`src/rtl/sra_pkg.sv`:
```
// constants shared by the status reporting aggregator
package sra_pkg;

	localparam int WIDE_W   = 16;
	localparam int NARROW_W = 8;
	localparam int NGRP     = 4;
	localparam int NPIN     = 10;

	// group indices
	localparam logic [1:0] G_NA = 2'h0;
	localparam logic [1:0] G_SQ = 2'h1;
	localparam logic [1:0] G_SE = 2'h2;
	localparam logic [1:0] G_SR = 2'h3;

	// register selectors within a group
	localparam logic [1:0] SEL_COND = 2'h0;
	localparam logic [1:0] SEL_EVT  = 2'h1;
	localparam logic [1:0] SEL_ENA  = 2'h2;

	// pin indices
	localparam int PIN_WAIT  = 0;
	localparam int PIN_CV    = 1;
	localparam int PIN_CC    = 2;
	localparam int PIN_PROG  = 3;
	localparam int PIN_FAULT = 4;
	localparam int NFAULT    = 6;

	// normal activity bit positions, and the used-bit masks of the activity and quality groups
	localparam int NA_WAIT_BIT = 5;
	localparam int NA_CV_BIT   = 8;
	localparam int NA_CC_BIT   = 10;
	localparam int NA_PROG_BIT = 14;
	localparam logic [15:0] NA_USED = 16'h4520;
	localparam logic [15:0] SQ_USED = 16'h003F;

	// status byte bit positions
	localparam int SB_SQ_BIT   = 3;
	localparam int SB_MSG_BIT  = 4;
	localparam int SB_SE_BIT   = 5;
	localparam int SB_RQS_BIT  = 6;
	localparam int SB_NA_BIT   = 7;

	// reset values
	localparam logic [15:0] ENA_RST = 16'h0000;
	localparam logic [15:0] EVT_RST = 16'h0000;
	localparam logic [7:0]  STB_RST = 8'h00;

endpackage : sra_pkg

```
`src/rtl/sra_grp_if.sv`:
```
// bundle between the aggregator top and one register group
`timescale 1ns/100ps
interface sra_grp_if #(parameter int W = 16);
	logic [W-1:0] cond;
	logic         en_wr;
	logic [W-1:0] en_data;
	logic         rd_clr;
	logic [W-1:0] evt;
	logic [W-1:0] ena;
	logic         summary;

	modport grp (input cond, en_wr, en_data, rd_clr, output evt, ena, summary);
	modport ctl (output cond, en_wr, en_data, rd_clr, input evt, ena, summary);
endinterface : sra_grp_if

```
`src/rtl/sra_group.sv`:
```
// one condition group: edge detect, event latch, enable mask
`timescale 1ns/100ps
module sra_group
	import sra_pkg::*;
#(
	parameter int W = WIDE_W
)
(
	// clock and reset
	input  wire logic sys_clk,
	input  wire logic rst_n,
	// group bundle
	sra_grp_if.grp    gp
);

	typedef struct packed {
		logic [W-1:0] cond_r;
		logic [W-1:0] evt;
		logic [W-1:0] ena;
	} sra_grp_st_t;

	sra_grp_st_t  st_r;
	sra_grp_st_t  st_nxt;
	logic [W-1:0] rise;

	//////////////////////////////////////////////////////////////////////
	always_comb
	begin
		rise = gp.cond & ~st_r.cond_r;
		st_nxt = st_r;
		st_nxt.cond_r = gp.cond;
		// new edge wins over the read clear in the same cycle
		st_nxt.evt = (gp.rd_clr ? '0 : st_r.evt) | (rise & st_r.ena);
		if (gp.en_wr)
		begin
			st_nxt.ena = gp.en_data;
		end
	end

	always_ff @(posedge sys_clk)
	begin
		if (!rst_n)
		begin
			st_r.cond_r <= '0;
			st_r.evt    <= EVT_RST[W-1:0];
			st_r.ena    <= ENA_RST[W-1:0];
		end
		else
		begin
			st_r <= st_nxt;
		end
	end

	assign gp.evt     = st_r.evt;
	assign gp.ena     = st_r.ena;
	assign gp.summary = |st_r.evt;
endmodule : sra_group

```
`src/rtl/sra_top.sv`:
```
// status reporting aggregator: pin sync, four groups, status byte, SRQ
`timescale 1ns/100ps
module sra_top
	import sra_pkg::*;
(
	// clock and reset
	input  wire logic                sys_clk,
	input  wire logic                rst_n,
	// normal activity pins
	input  wire logic                wait_trig,
	input  wire logic                cv_mode,
	input  wire logic                cc_mode,
	input  wire logic                prog_running,
	// signal quality fault pins
	input  wire logic                ov_fault,
	input  wire logic                oc_fault,
	input  wire logic                sense_fault,
	input  wire logic                thermal_fault,
	input  wire logic                mains_fault,
	input  wire logic                fan_fault,
	// same-clock sources from the command handler
	input  wire logic [NARROW_W-1:0] std_event_cond,
	input  wire logic                err_queue_busy,
	input  wire logic                msg_waiting,
	// command access port
	input  wire logic                cmd_rd,
	input  wire logic                cmd_wr,
	input  wire logic [1:0]          cmd_grp,
	input  wire logic [1:0]          cmd_reg,
	input  wire logic [WIDE_W-1:0]   cmd_wdata,
	output logic      [WIDE_W-1:0]   rd_data,
	output logic                     rd_valid,
	output logic                     rd_err,
	// serial poll and service request
	output logic      [7:0]          status_byte,
	output logic                     srq
);

	typedef struct packed {
		logic [NPIN-1:0]   s0;
		logic [NPIN-1:0]   s1;
		logic [NPIN-1:0]   s2;
		logic [NPIN-1:0]   pin;
		logic [7:0]        stb;
		logic              srq;
		logic [WIDE_W-1:0] rdata;
		logic              rvalid;
		logic              rerr;
	} sra_top_st_t;

	sra_top_st_t st_r;
	sra_top_st_t st_nxt;

	logic [NPIN-1:0]                pins_raw;
	logic [NGRP-1:0][WIDE_W-1:0]    cond_w;
	logic [NGRP-1:0][WIDE_W-1:0]    evt_w;
	logic [NGRP-1:0][WIDE_W-1:0]    ena_w;
	logic [NGRP-1:0]                sum_w;
	logic [NGRP-1:0]                clr_w;
	logic [NGRP-1:0]                enwr_w;
	logic [WIDE_W-1:0]              na_cond;
	logic [WIDE_W-1:0]              sq_cond;
	logic [7:0]                     sb_cond;
	logic                           rqs;

	//////////////////////////////////////////////////////////////////////
	// pin gathering
	assign pins_raw[PIN_WAIT]      = wait_trig;
	assign pins_raw[PIN_CV]        = cv_mode;
	assign pins_raw[PIN_CC]        = cc_mode;
	assign pins_raw[PIN_PROG]      = prog_running;
	assign pins_raw[PIN_FAULT]     = ov_fault;
	assign pins_raw[PIN_FAULT + 1] = oc_fault;
	assign pins_raw[PIN_FAULT + 2] = sense_fault;
	assign pins_raw[PIN_FAULT + 3] = thermal_fault;
	assign pins_raw[PIN_FAULT + 4] = mains_fault;
	assign pins_raw[PIN_FAULT + 5] = fan_fault;

	//////////////////////////////////////////////////////////////////////
	// condition vectors
	always_comb
	begin
		na_cond = '0;
		na_cond[NA_WAIT_BIT] = st_r.pin[PIN_WAIT];
		na_cond[NA_CV_BIT]   = st_r.pin[PIN_CV];
		na_cond[NA_CC_BIT]   = st_r.pin[PIN_CC];
		na_cond[NA_PROG_BIT] = st_r.pin[PIN_PROG];
	end

	always_comb
	begin
		sq_cond = '0;
		// bits 0..5: overvoltage, overcurrent, sense, thermal, mains, fan
		sq_cond[NFAULT-1:0] = st_r.pin[PIN_FAULT +: NFAULT];
	end

	//////////////////////////////////////////////////////////////////////
	// status byte, the service request group's condition
	always_comb
	begin
		sb_cond = '0;
		// error queue and quality summary share bit 3
		sb_cond[SB_SQ_BIT]  = sum_w[G_SQ] | err_queue_busy;
		sb_cond[SB_MSG_BIT] = msg_waiting;
		sb_cond[SB_SE_BIT]  = sum_w[G_SE];
		sb_cond[SB_NA_BIT]  = sum_w[G_NA];
		// enable bit 6 is stored but never gates its own result
		rqs = |(sb_cond & ena_w[G_SR][7:0] & ~(8'h01 << SB_RQS_BIT));
		sb_cond[SB_RQS_BIT] = rqs;
	end

	assign cond_w[G_NA] = na_cond;
	assign cond_w[G_SQ] = sq_cond;
	assign cond_w[G_SE] = WIDE_W'(std_event_cond);
	assign cond_w[G_SR] = WIDE_W'(sb_cond);

	//////////////////////////////////////////////////////////////////////
	// the four groups
	genvar g;
	generate
		for (g = 0; g < NGRP; g++)
		begin : gen_grp
			localparam int GW = (g < 2) ? WIDE_W : NARROW_W;

			sra_grp_if #(.W(GW)) gi ();

			assign clr_w[g]  = cmd_rd && cmd_grp == 2'(g) && cmd_reg == SEL_EVT;
			assign enwr_w[g] = cmd_wr && cmd_grp == 2'(g) && cmd_reg == SEL_ENA;

			assign gi.cond    = cond_w[g][GW-1:0];
			assign gi.en_wr   = enwr_w[g];
			assign gi.en_data = cmd_wdata[GW-1:0];
			assign gi.rd_clr  = clr_w[g];
			assign evt_w[g]   = WIDE_W'(gi.evt);
			assign ena_w[g]   = WIDE_W'(gi.ena);
			assign sum_w[g]   = gi.summary;

			sra_group #(.W(GW)) u_group (
				.sys_clk (sys_clk),
				.rst_n   (rst_n),
				.gp      (gi.grp)
			);
		end
	endgenerate

	//////////////////////////////////////////////////////////////////////
	// next state
	always_comb
	begin
		st_nxt = st_r;
		// third stage gives the value once the second agrees; first stage feeds nothing else
		st_nxt.s0 = pins_raw;
		st_nxt.s1 = st_r.s0;
		st_nxt.s2 = st_r.s1;
		for (int i = 0; i < NPIN; i++)
		begin
			if (st_r.s1[i] == st_r.s2[i])
			begin
				st_nxt.pin[i] = st_r.s2[i];
			end
		end

		st_nxt.stb = sb_cond;
		st_nxt.srq = rqs;

		st_nxt.rvalid = cmd_rd;
		st_nxt.rerr   = 1'b0;
		if (cmd_rd)
		begin
			case (cmd_reg)
				SEL_COND: st_nxt.rdata = cond_w[cmd_grp];
				SEL_EVT:  st_nxt.rdata = evt_w[cmd_grp];
				SEL_ENA:  st_nxt.rdata = ena_w[cmd_grp];
				default:
				begin
					st_nxt.rdata = '0;
					st_nxt.rerr  = 1'b1;
				end
			endcase
		end
	end

	always_ff @(posedge sys_clk)
	begin
		if (!rst_n)
		begin
			st_r.s0     <= '0;
			st_r.s1     <= '0;
			st_r.s2     <= '0;
			st_r.pin    <= '0;
			st_r.stb    <= STB_RST;
			st_r.srq    <= 1'b0;
			st_r.rdata  <= '0;
			st_r.rvalid <= 1'b0;
			st_r.rerr   <= 1'b0;
		end
		else
		begin
			st_r <= st_nxt;
		end
	end

	//////////////////////////////////////////////////////////////////////
	// outputs
	assign rd_data     = st_r.rdata;
	assign rd_valid    = st_r.rvalid;
	assign rd_err      = st_r.rerr;
	assign status_byte = st_r.stb;
	assign srq         = st_r.srq;

	logic rd_na_cond;
	logic rd_sq_cond;
	logic rd_narrow;
	logic rd_sr_cond;

	always_ff @(posedge sys_clk)
	begin
		if (!rst_n)
		begin
			rd_na_cond <= 1'b0;
			rd_sq_cond <= 1'b0;
			rd_narrow  <= 1'b0;
			rd_sr_cond <= 1'b0;
		end
		else
		begin
			rd_na_cond <= cmd_rd && cmd_grp == G_NA && cmd_reg == SEL_COND;
			rd_sq_cond <= cmd_rd && cmd_grp == G_SQ && cmd_reg == SEL_COND;
			rd_narrow  <= cmd_rd && cmd_grp[1];
			rd_sr_cond <= cmd_rd && cmd_grp == G_SR && cmd_reg == SEL_COND;
		end
	end
endmodule : sra_top

```
`config.mk`:
```
export PLATFORM = sky130hd
export DESIGN_NAME = sra_top
export DESIGN_NICKNAME = d
export VERILOG_FILES = /design/src/rtl/sra_pkg.sv /design/src/rtl/sra_grp_if.sv /design/src/rtl/sra_group.sv /design/src/rtl/sra_top.sv
export SDC_FILE = /design/constraint.sdc
export NUM_CORES = 1
export LEC_CHECK = 0
export BUFFER_PORTS_ARGS = -buffer_cell sky130_fd_sc_hd__buf_4
export CORE_MARGIN = 1.5
export CORE_UTILIZATION = 27
export CTS_CLUSTER_SIZE = 14
export DETAILED_ROUTE_END_ITERATION = 12
export GPL_TIMING_DRIVEN = 0
export SYNTH_ARGS = -nofsm -noshare
export SYNTH_HDL_FRONTEND = slang
export SYNTH_SLANG_ARGS = --single-unit
```
`constraint.sdc`:
```
create_clock -name sys_clk -period 1.6 [get_ports sys_clk]
set_input_delay 0.24 -clock sys_clk [delete_from_list [all_inputs] [get_ports sys_clk]]
set_output_delay 0.24 -clock sys_clk [all_outputs]
set_load 0.01 [all_outputs]
```
==> qor.csv, run 1 <==
metric;value;unit
Hold Crit Endpoint;st_nxt[50];
CP top delay family;simple AND/OR/NAND/NOR gates;
Seq/Total Area, Yosys;51.0;%
Skew-Pair Late Insertion Delay;0.42;ns
non-filler cells, final;1032;
I/O pins;71;
met1 Use GR;20.3;%
final wirelength;16900;µm
Setup violations, final;1;
syn avg cell area;9.18;µm²
most used routing layer;met2;
detailed-route via count;4876;
post-layout minimum cycle time;1.61;ns
Primary FF master, synth;dfxtp_1;
most common cell after layout, fill and taps aside;dfxtp_1;
Setup Skew;0.00522;ns
CP max stage delay;0.53;ns
Post-Synth Adder-Cell Area;0;%
share of the synthesized area in the top cell type;51.0;%
largest family of logic cells by synthesized area;simple AND/OR/NAND/NOR gates;
Nets;782;
CTS tree;built;
Post-Layout Inst Area;7580;µm²
vias per cell;4.72;
largest net degree at the start of global routing;17;
Fmax achieved;623;MHz
P&R area growth vs syn;27.1;%
Worst Tran Pin Value;0.711;ns
RSZ-0062 raised after global routing;yes;
CP Capture Type;flop;
fraction of registers with async set or reset after synthesis;0;%
Routed wire per std cell;16.4;µm
cell taking the most area after synthesis;dfxtp_1;
initial antenna violation count;0;
Reg2Reg Setup Slack;-0.005;ns
P_leak;2.91;nW
post-synthesis instance area;5970;µm²
violated checks;negative setup slack;
YS warnings;0;
largest cells by area after synthesis;dfxtp_1 51%, nand2_1 6.7%, a21oi_1 5.8%;
Placed Cells;997;
Arr. time, crit path;1.92;ns
Setup CP Type;reg -> reg;
Chip Width;152;µm
share of layout cells above drive strength 1;22.9;%
run status;finished with violations;
Rows;54;
Die Y;152;µm
HPWL Detailed;12200;µm
hold slack;0.0211;ns
worst setup margin;-0.00526;ns
area share of and/or/nand/nor cells after synthesis;19.5;%
max-cap violation count;0;
ANT nets after route;0;
synthesized instance count;650;
count of flip-flops with a built-in enable after synthesis;0;
worst hold path stage count;2;
Post-Place Cell Area;6810;µm²
Synth Area in Compound Gates;14.7;%
core area;21800;µm²
slowest CP cell;or4_4;
Unique masters post-synth;45;
M3 GR Usage;3.92;%
routability cong.;0.910;
final core occ;34.9;%
htree depth;4;
worst r2r path cells;4;
total power draw;0.00903;W
max-slew violations;0;
Worst IR Drop VDD;0.662;mV
first-pass GRT wire length;26200;µm
Final Cycle Share;100;%
total clock buffers created by CTS;17;
vias in the first global route;4562;
1st-iter DRT viols;421;
Critical R2R Launch;gen_grp[0].u_group.gp.evt[8];
crit start category;flop;
root buf cell;clkbuf_16;
DRC errors left;0;
M2 GR Usage;23.5;%
crit-path cells;or4_4, mux4_2, nand4b_1, nand2_1;
GRT Overall Usage;15.4;%
Power Dens Cells;1190;nW/µm²
CP max FO;2;
Slew headroom;52.6;%
Hold Crit Start;prog_running;
CP required;1.91;ns
grt ovf;0;
IO Port Bufs;65;
Sink Count;152;
Initial Util;27.4;%
DR pass1 iterations;5;
die area;23000;µm²
Worst Hold Class;in -> reg;
reg2reg end;rd_data[7];
most frequent cells in the layout;148 x dfxtp_1, 106 x nand2_1, 91 x buf_4, 69 x a21oi_1, 49 x and2_1;
final hold violations;0;
Synth Area in XOR/XNOR;0;%
multiplexer area fraction after synthesis;7.49;%
Max Root-Sink Buffers;2;
Seq cells post-synth;152;
Critical path buffers and inverters;0;
clk slew on worst S/H paths;0.06;ns
synth_stat cells, types with 2 or more instances:
master       n
mux2i_1     12
buf_6        4
mux2_2      11
nand3b_1     2
inv_1       16
o2bb2ai_1    3
nor3_1       3
dfxtp_1    152
or4_1        2
buf_2        9
nand2b_1    11
nor2_1      43
nand2_1    106
o221ai_1     2
nand3_1     15
o21ai_0     26
a221o_1      4
a22oi_1      4
nor2b_1      6
and2_1      49
a21oi_1     69
mux4_2       9
nor4_1       3
a32o_1       4
a31oi_1      4
clkbuf_1    21
buf_4       24
a32oi_1     12
a22o_1       6
a21boi_0     2
buf_1        2
power breakdown:
| part | internal, W | total [W] | switching, W |
|---|---|---|---|
| clock | 0.00305 | 0.00461 | 0.00155 |
| combinational | 0.000222 | 0.000535 | 0.000312 |
| sequential | 0.00386 | 0.00389 | 0.0000329 |
final cells by class:
class	count	area [µm²]
multi-input cells	423	2560
diodes	1	2.50
flip-flops and latches	152	3050
fillers	2236	14200
clock buffers	21	470
clock inverters	11	216
plain buffers	61	372
repair buffers	67	503
well taps	280	350
inverters	16	60.1
sequential cells by signal (all words and copies together) (netlist names):
| signal | count |
|---|---|
| st_nxt | 20 |
| gen_grp.u_group.st_r | 18 |
| rd_data | 16 |
| rd_err | 1 |
| rd_valid | 1 |
| gen_grp.u_group.gp.evt | 23 |
| st_r | 10 |
| gen_grp.u_group.gp.ena | 48 |
| status_byte | 5 |
| cond_w | 10 |
per-layer routing:
layer | wire [µm] | vias up
met4 | 416 | 0
li1 | - | 2391
met5 | 0 | -
met2 | 7650 | 171
met3 | 1180 | 31
met1 | 7670 | 2283
cell families after synthesis:
logic type             Yosys count
DFF                            152
muxes                           32
buffers and inverters           77
and+or+nand+nor                246
other                            1
AOI/OAI and AO/OA              142
worst max-delay path by stage:
| stage | start | endpoint | cells after the start |
|---|---|---|---|
| detailed placement | cmd_reg[0] | gen_grp[1].u_group.gp.ena[15] | 6 |
| CTS | gen_grp[0].u_group.gp.evt[8] | rd_data[7] | 4 |
| global placement | cmd_reg[0] | gen_grp[1].u_group.gp.ena[15] | 6 |
| finish | gen_grp[0].u_group.gp.evt[8] | rd_data[7] | 4 |
| floorplan | gen_grp[0].u_group.gp.evt[10] | rd_data[7] | 4 |
| global route | gen_grp[0].u_group.gp.evt[8] | rd_data[7] | 4 |
repair_timing:
action	CTS	global route
hold buffers	0	0
setup buffers	2	0
gates resized for setup	11	6
endpoints found under the setup margin	4	25
pin swaps	1	2
per-stage QoR:
step,TNS [ns],worst slack [ns]
6_report,-0.00526,-0.00526
5_1_grt,-0.0287,-0.0287
4_1_cts,0,0.00829
3_5_place_dp,-21.25,-0.400
3_3_place_gp,-20.80,-0.363
2_1_floorplan,0,0.0545
No activity file was read; power rests on OpenSTA's default activity.
==> run 2: changes to the inputs <==
--- a/config.mk
+++ b/config.mk
@@ -5,6 +5,7 @@
 export SDC_FILE = /design/constraint.sdc
 export NUM_CORES = 1
 export LEC_CHECK = 0
+export ABC_AREA = 1
 export BUFFER_PORTS_ARGS = -buffer_cell sky130_fd_sc_hd__buf_4
 export CORE_MARGIN = 1.5
 export CORE_UTILIZATION = 27
==> run 2 against run 1 <==
Global-route usage rose by 0.57 points. Register-to-register slack improved by 0.21 ns. Worst hold slack got worse by 0.010 ns. Fmax rose by 11%. Die area fell by 0.20%. Worst setup slack improved by 0.16 ns. Synthesized area fell by 0.21%. Synthesized cell count rose by 22%. The flow now finishes without violations. Sequential share of layout area fell by 0.086 points. Largest cell class unchanged.
==> qor.csv, run 2 <==
metric;value;unit
clk slew on worst S/H paths;0.06;ns
Unique masters post-synth;29;
routability cong.;0.914;
htree depth;4;
Int Power;0.00680;W
share of the synthesized area in the top cell type;51.1;%
I/O pins;71;
Max Root-Sink Buffers;2;
GRT Overall Usage;16.0;%
Setup violations, final;0;
IO Port Bufs;67;
share of layout cells above drive strength 1;17.5;%
most used routing layer;met2;
P_leak;3.62;nW
Initial Util;27.4;%
Setup Skew;0.00490;ns
P&R area growth vs syn;27.3;%
Routed wire per std cell;14.5;µm
CP required;1.90;ns
Worst Hold Class;in -> reg;
Die Y;151;µm
crit start category;primary input;
Logic pwr share;6.0;%
Seq/Total Area, Yosys;51.1;%
final wirelength;17200;µm
worst setup margin;0.152;ns
CTS tree;built;
Arr. time, crit path;1.74;ns
Sink Count;152;
fillers;2371;
synthesized instance count;791;
Fmax achieved;690;MHz
reg2reg end;rd_data[6];
Placed Cells;1140;
M3 GR Usage;3.71;%
RSZ-0062 raised after global routing;no;
vias per cell;4.47;
largest net degree at the start of global routing;17;
max-slew violations;0;
Crit. Startpoint;cmd_grp[0];
top-count cell post-synth;nand2_1;
largest cells by area after synthesis;dfxtp_1 51%, nand2_1 11%, nor2_1 6.8%;
worst r2r path cells;10;
post-synthesis instance area;5950;µm²
Reg2Reg Setup Slack;0.20;ns
count of flip-flops with a built-in enable after synthesis;0;
detailed-route via count;5298;
HPWL Detailed;12500;µm
Slew headroom;47.4;%
Worst IR Drop VDD;0.600;mV
post-layout minimum cycle time;1.45;ns
run status;finished, final reports clean;
Primary FF master, synth;dfxtp_1;
1st-iter DRT viols;380;
final hold violations;0;
core area;21800;µm²
CP max FO;10;
grt ovf;0;
most common library cells after synthesis;178 x nand2_1, 152 x dfxtp_1, 108 x nor2_1, 79 x inv_1, 61 x a21oi_1;
root buf cell;clkbuf_16;
Nets;935;
Critical R2R Launch;gen_grp[1].u_group.gp.evt[5];
Seq pwr share;44.6;%
most frequent cells in the layout;178 x nand2_1, 152 x dfxtp_1, 106 x nor2_1, 94 x buf_4, 79 x inv_1;
initial antenna violation count;0;
ANT nets after route;0;
final core occ;34.8;%
M2 GR Usage;24.1;%
Final Cycle Share;90.5;%
fraction of registers with async set or reset after synthesis;0;%
max-cap violation count;0;
Psw;0.00196;W
setup tns final;0;ns
die area;22900;µm²
clock power share;49.4;%
first-pass GRT wire length;27200;µm
CP Capture Point;gen_grp[0].u_group.gp.ena[5];
Biggest register;gen_grp.u_group.gp.ena;
Antenna Cells;0;
cell taking the most area after synthesis;dfxtp_1;
vias in the first global route;5150;
Setup CP Type;in -> reg;
met1 Use GR;21.0;%
hold slack;0.0111;ns
most common cell after layout, fill and taps aside;nand2_1;
non-filler cells, final;1184;
YS warnings;0;
Chip Width;151;µm
CP Capture Type;flop;
DRC errors left;0;
Power Dens Cells;1160;nW/µm²
Net Sw Frac;22.4;%
Rows;54;
Worst Tran Pin Value;0.789;ns
dpl ws;-0.395;ns
max reg flops;48;
Skew-Pair Late Insertion Delay;0.43;ns
syn avg cell area;7.53;µm²
Seq cells post-synth;152;
total clock buffers created by CTS;17;
DR pass1 iterations;7;
## run 2: changes by cell type in the layout (fill, tap and decap cells not counted), moves of 12 or more
cell     before  now
nor2_1       42  106
inv_2         0   13
nand2_1     106  178
o21ai_1       0   29
o21ai_0      26   39
mux2i_1      12    0
and2_1       49    0
inv_1        16   79
a32oi_1      12    0
## run 2: timing repair
action / in CTS / in global routing
hold endpoints to repair: 11 / 0
resized for setup: 0 / 4
hold buffers: 11 / 0
setup endpoints to repair: 0 / 24
setup buffers: 0 / 1
## run 2: cell type report
cell class	instances	area (µm²)	area share [%]
Tap cell	280	350	4.62
Clock inverter	11	170	2.24
Sequential cell	152	3040	40.1
Inverter	92	345	4.56
Clock buffer	21	470	6.21
Multi-Input combinational cell	493	2260	29.9
Buffer	56	318	4.19
Timing Repair Buffer	79	621	8.19
## run 2: per-stage QoR
stage	cell area (µm²)	power, W
3_3_place_gp	6810	0.00448
6_report	7580	0.00876
4_1_cts	7560	0.00883
5_1_grt	7580	0.00906
2_1_floorplan	5960	0.00423
3_5_place_dp	6810	0.00449
## run 2: how the worst min path moves through the flow
| stage | depth (start not counted) | slack [ns] | startpoint | end |
|---|---|---|---|---|
| final | 3 | 0.01 | std_event_cond[0] | gen_grp[2].u_group.st_r[16] |
| after global routing | 3 | 0.01 | std_event_cond[6] | gen_grp[2].u_group.st_r[22] |
| after CTS | 3 | 0.002 | std_event_cond[0] | gen_grp[2].u_group.st_r[16] |
| after detailed placement | 2 | 0.40 | st_nxt[56] | st_nxt[46] |
| after global placement | 1 | 0.40 | gen_grp[0].u_group.st_r[46] | gen_grp[0].u_group.gp.evt[14] |
| after floorplan | 2 | 0.33 | std_event_cond[0] | gen_grp[2].u_group.st_r[16] |
## run 2: logic make-up after synthesis
kind of cell / Yosys count / share of synthesized area, %
and+or+nand+nor: 324 / 22.0
AOI/OAI and AO/OA: 166 / 15.7
DFF: 152 / 51.1
buffers and inverters: 148 / 11.1
other: 1 / 0.0630
## run 2: power by group through the flow
stage | Sequential [W] | Combinational, W | Clock [W]
final | 0.00390 | 0.000527 | 0.00433
after global routing | 0.00391 | 0.000583 | 0.00456
after CTS | 0.00390 | 0.000522 | 0.00440
after detailed placement | 0.00399 | 0.000499 | 0
after global placement | 0.00399 | 0.000497 | 0
after floorplan | 0.00398 | 0.000257 | 0
## run 2: worst max-delay path: stages
cell and delay, ns:
buf_4 0.12, buf_2 0.19, nor2_2 0.29, inv_2 0.14, nor2_2 0.20, inv_2 0.05
clkbuf_1 0.24, o21ai_1 0.20, a21oi_1 0.06
## run 2: per-layer routing
| layer | vias up | wire [µm] |
|---|---|---|
| met4 | 0 | 581 |
| met1 | 2374 | 7840 |
| met5 | - | 0 |
| met2 | 203 | 7400 |
| met3 | 45 | 1360 |
| li1 | 2676 | - |
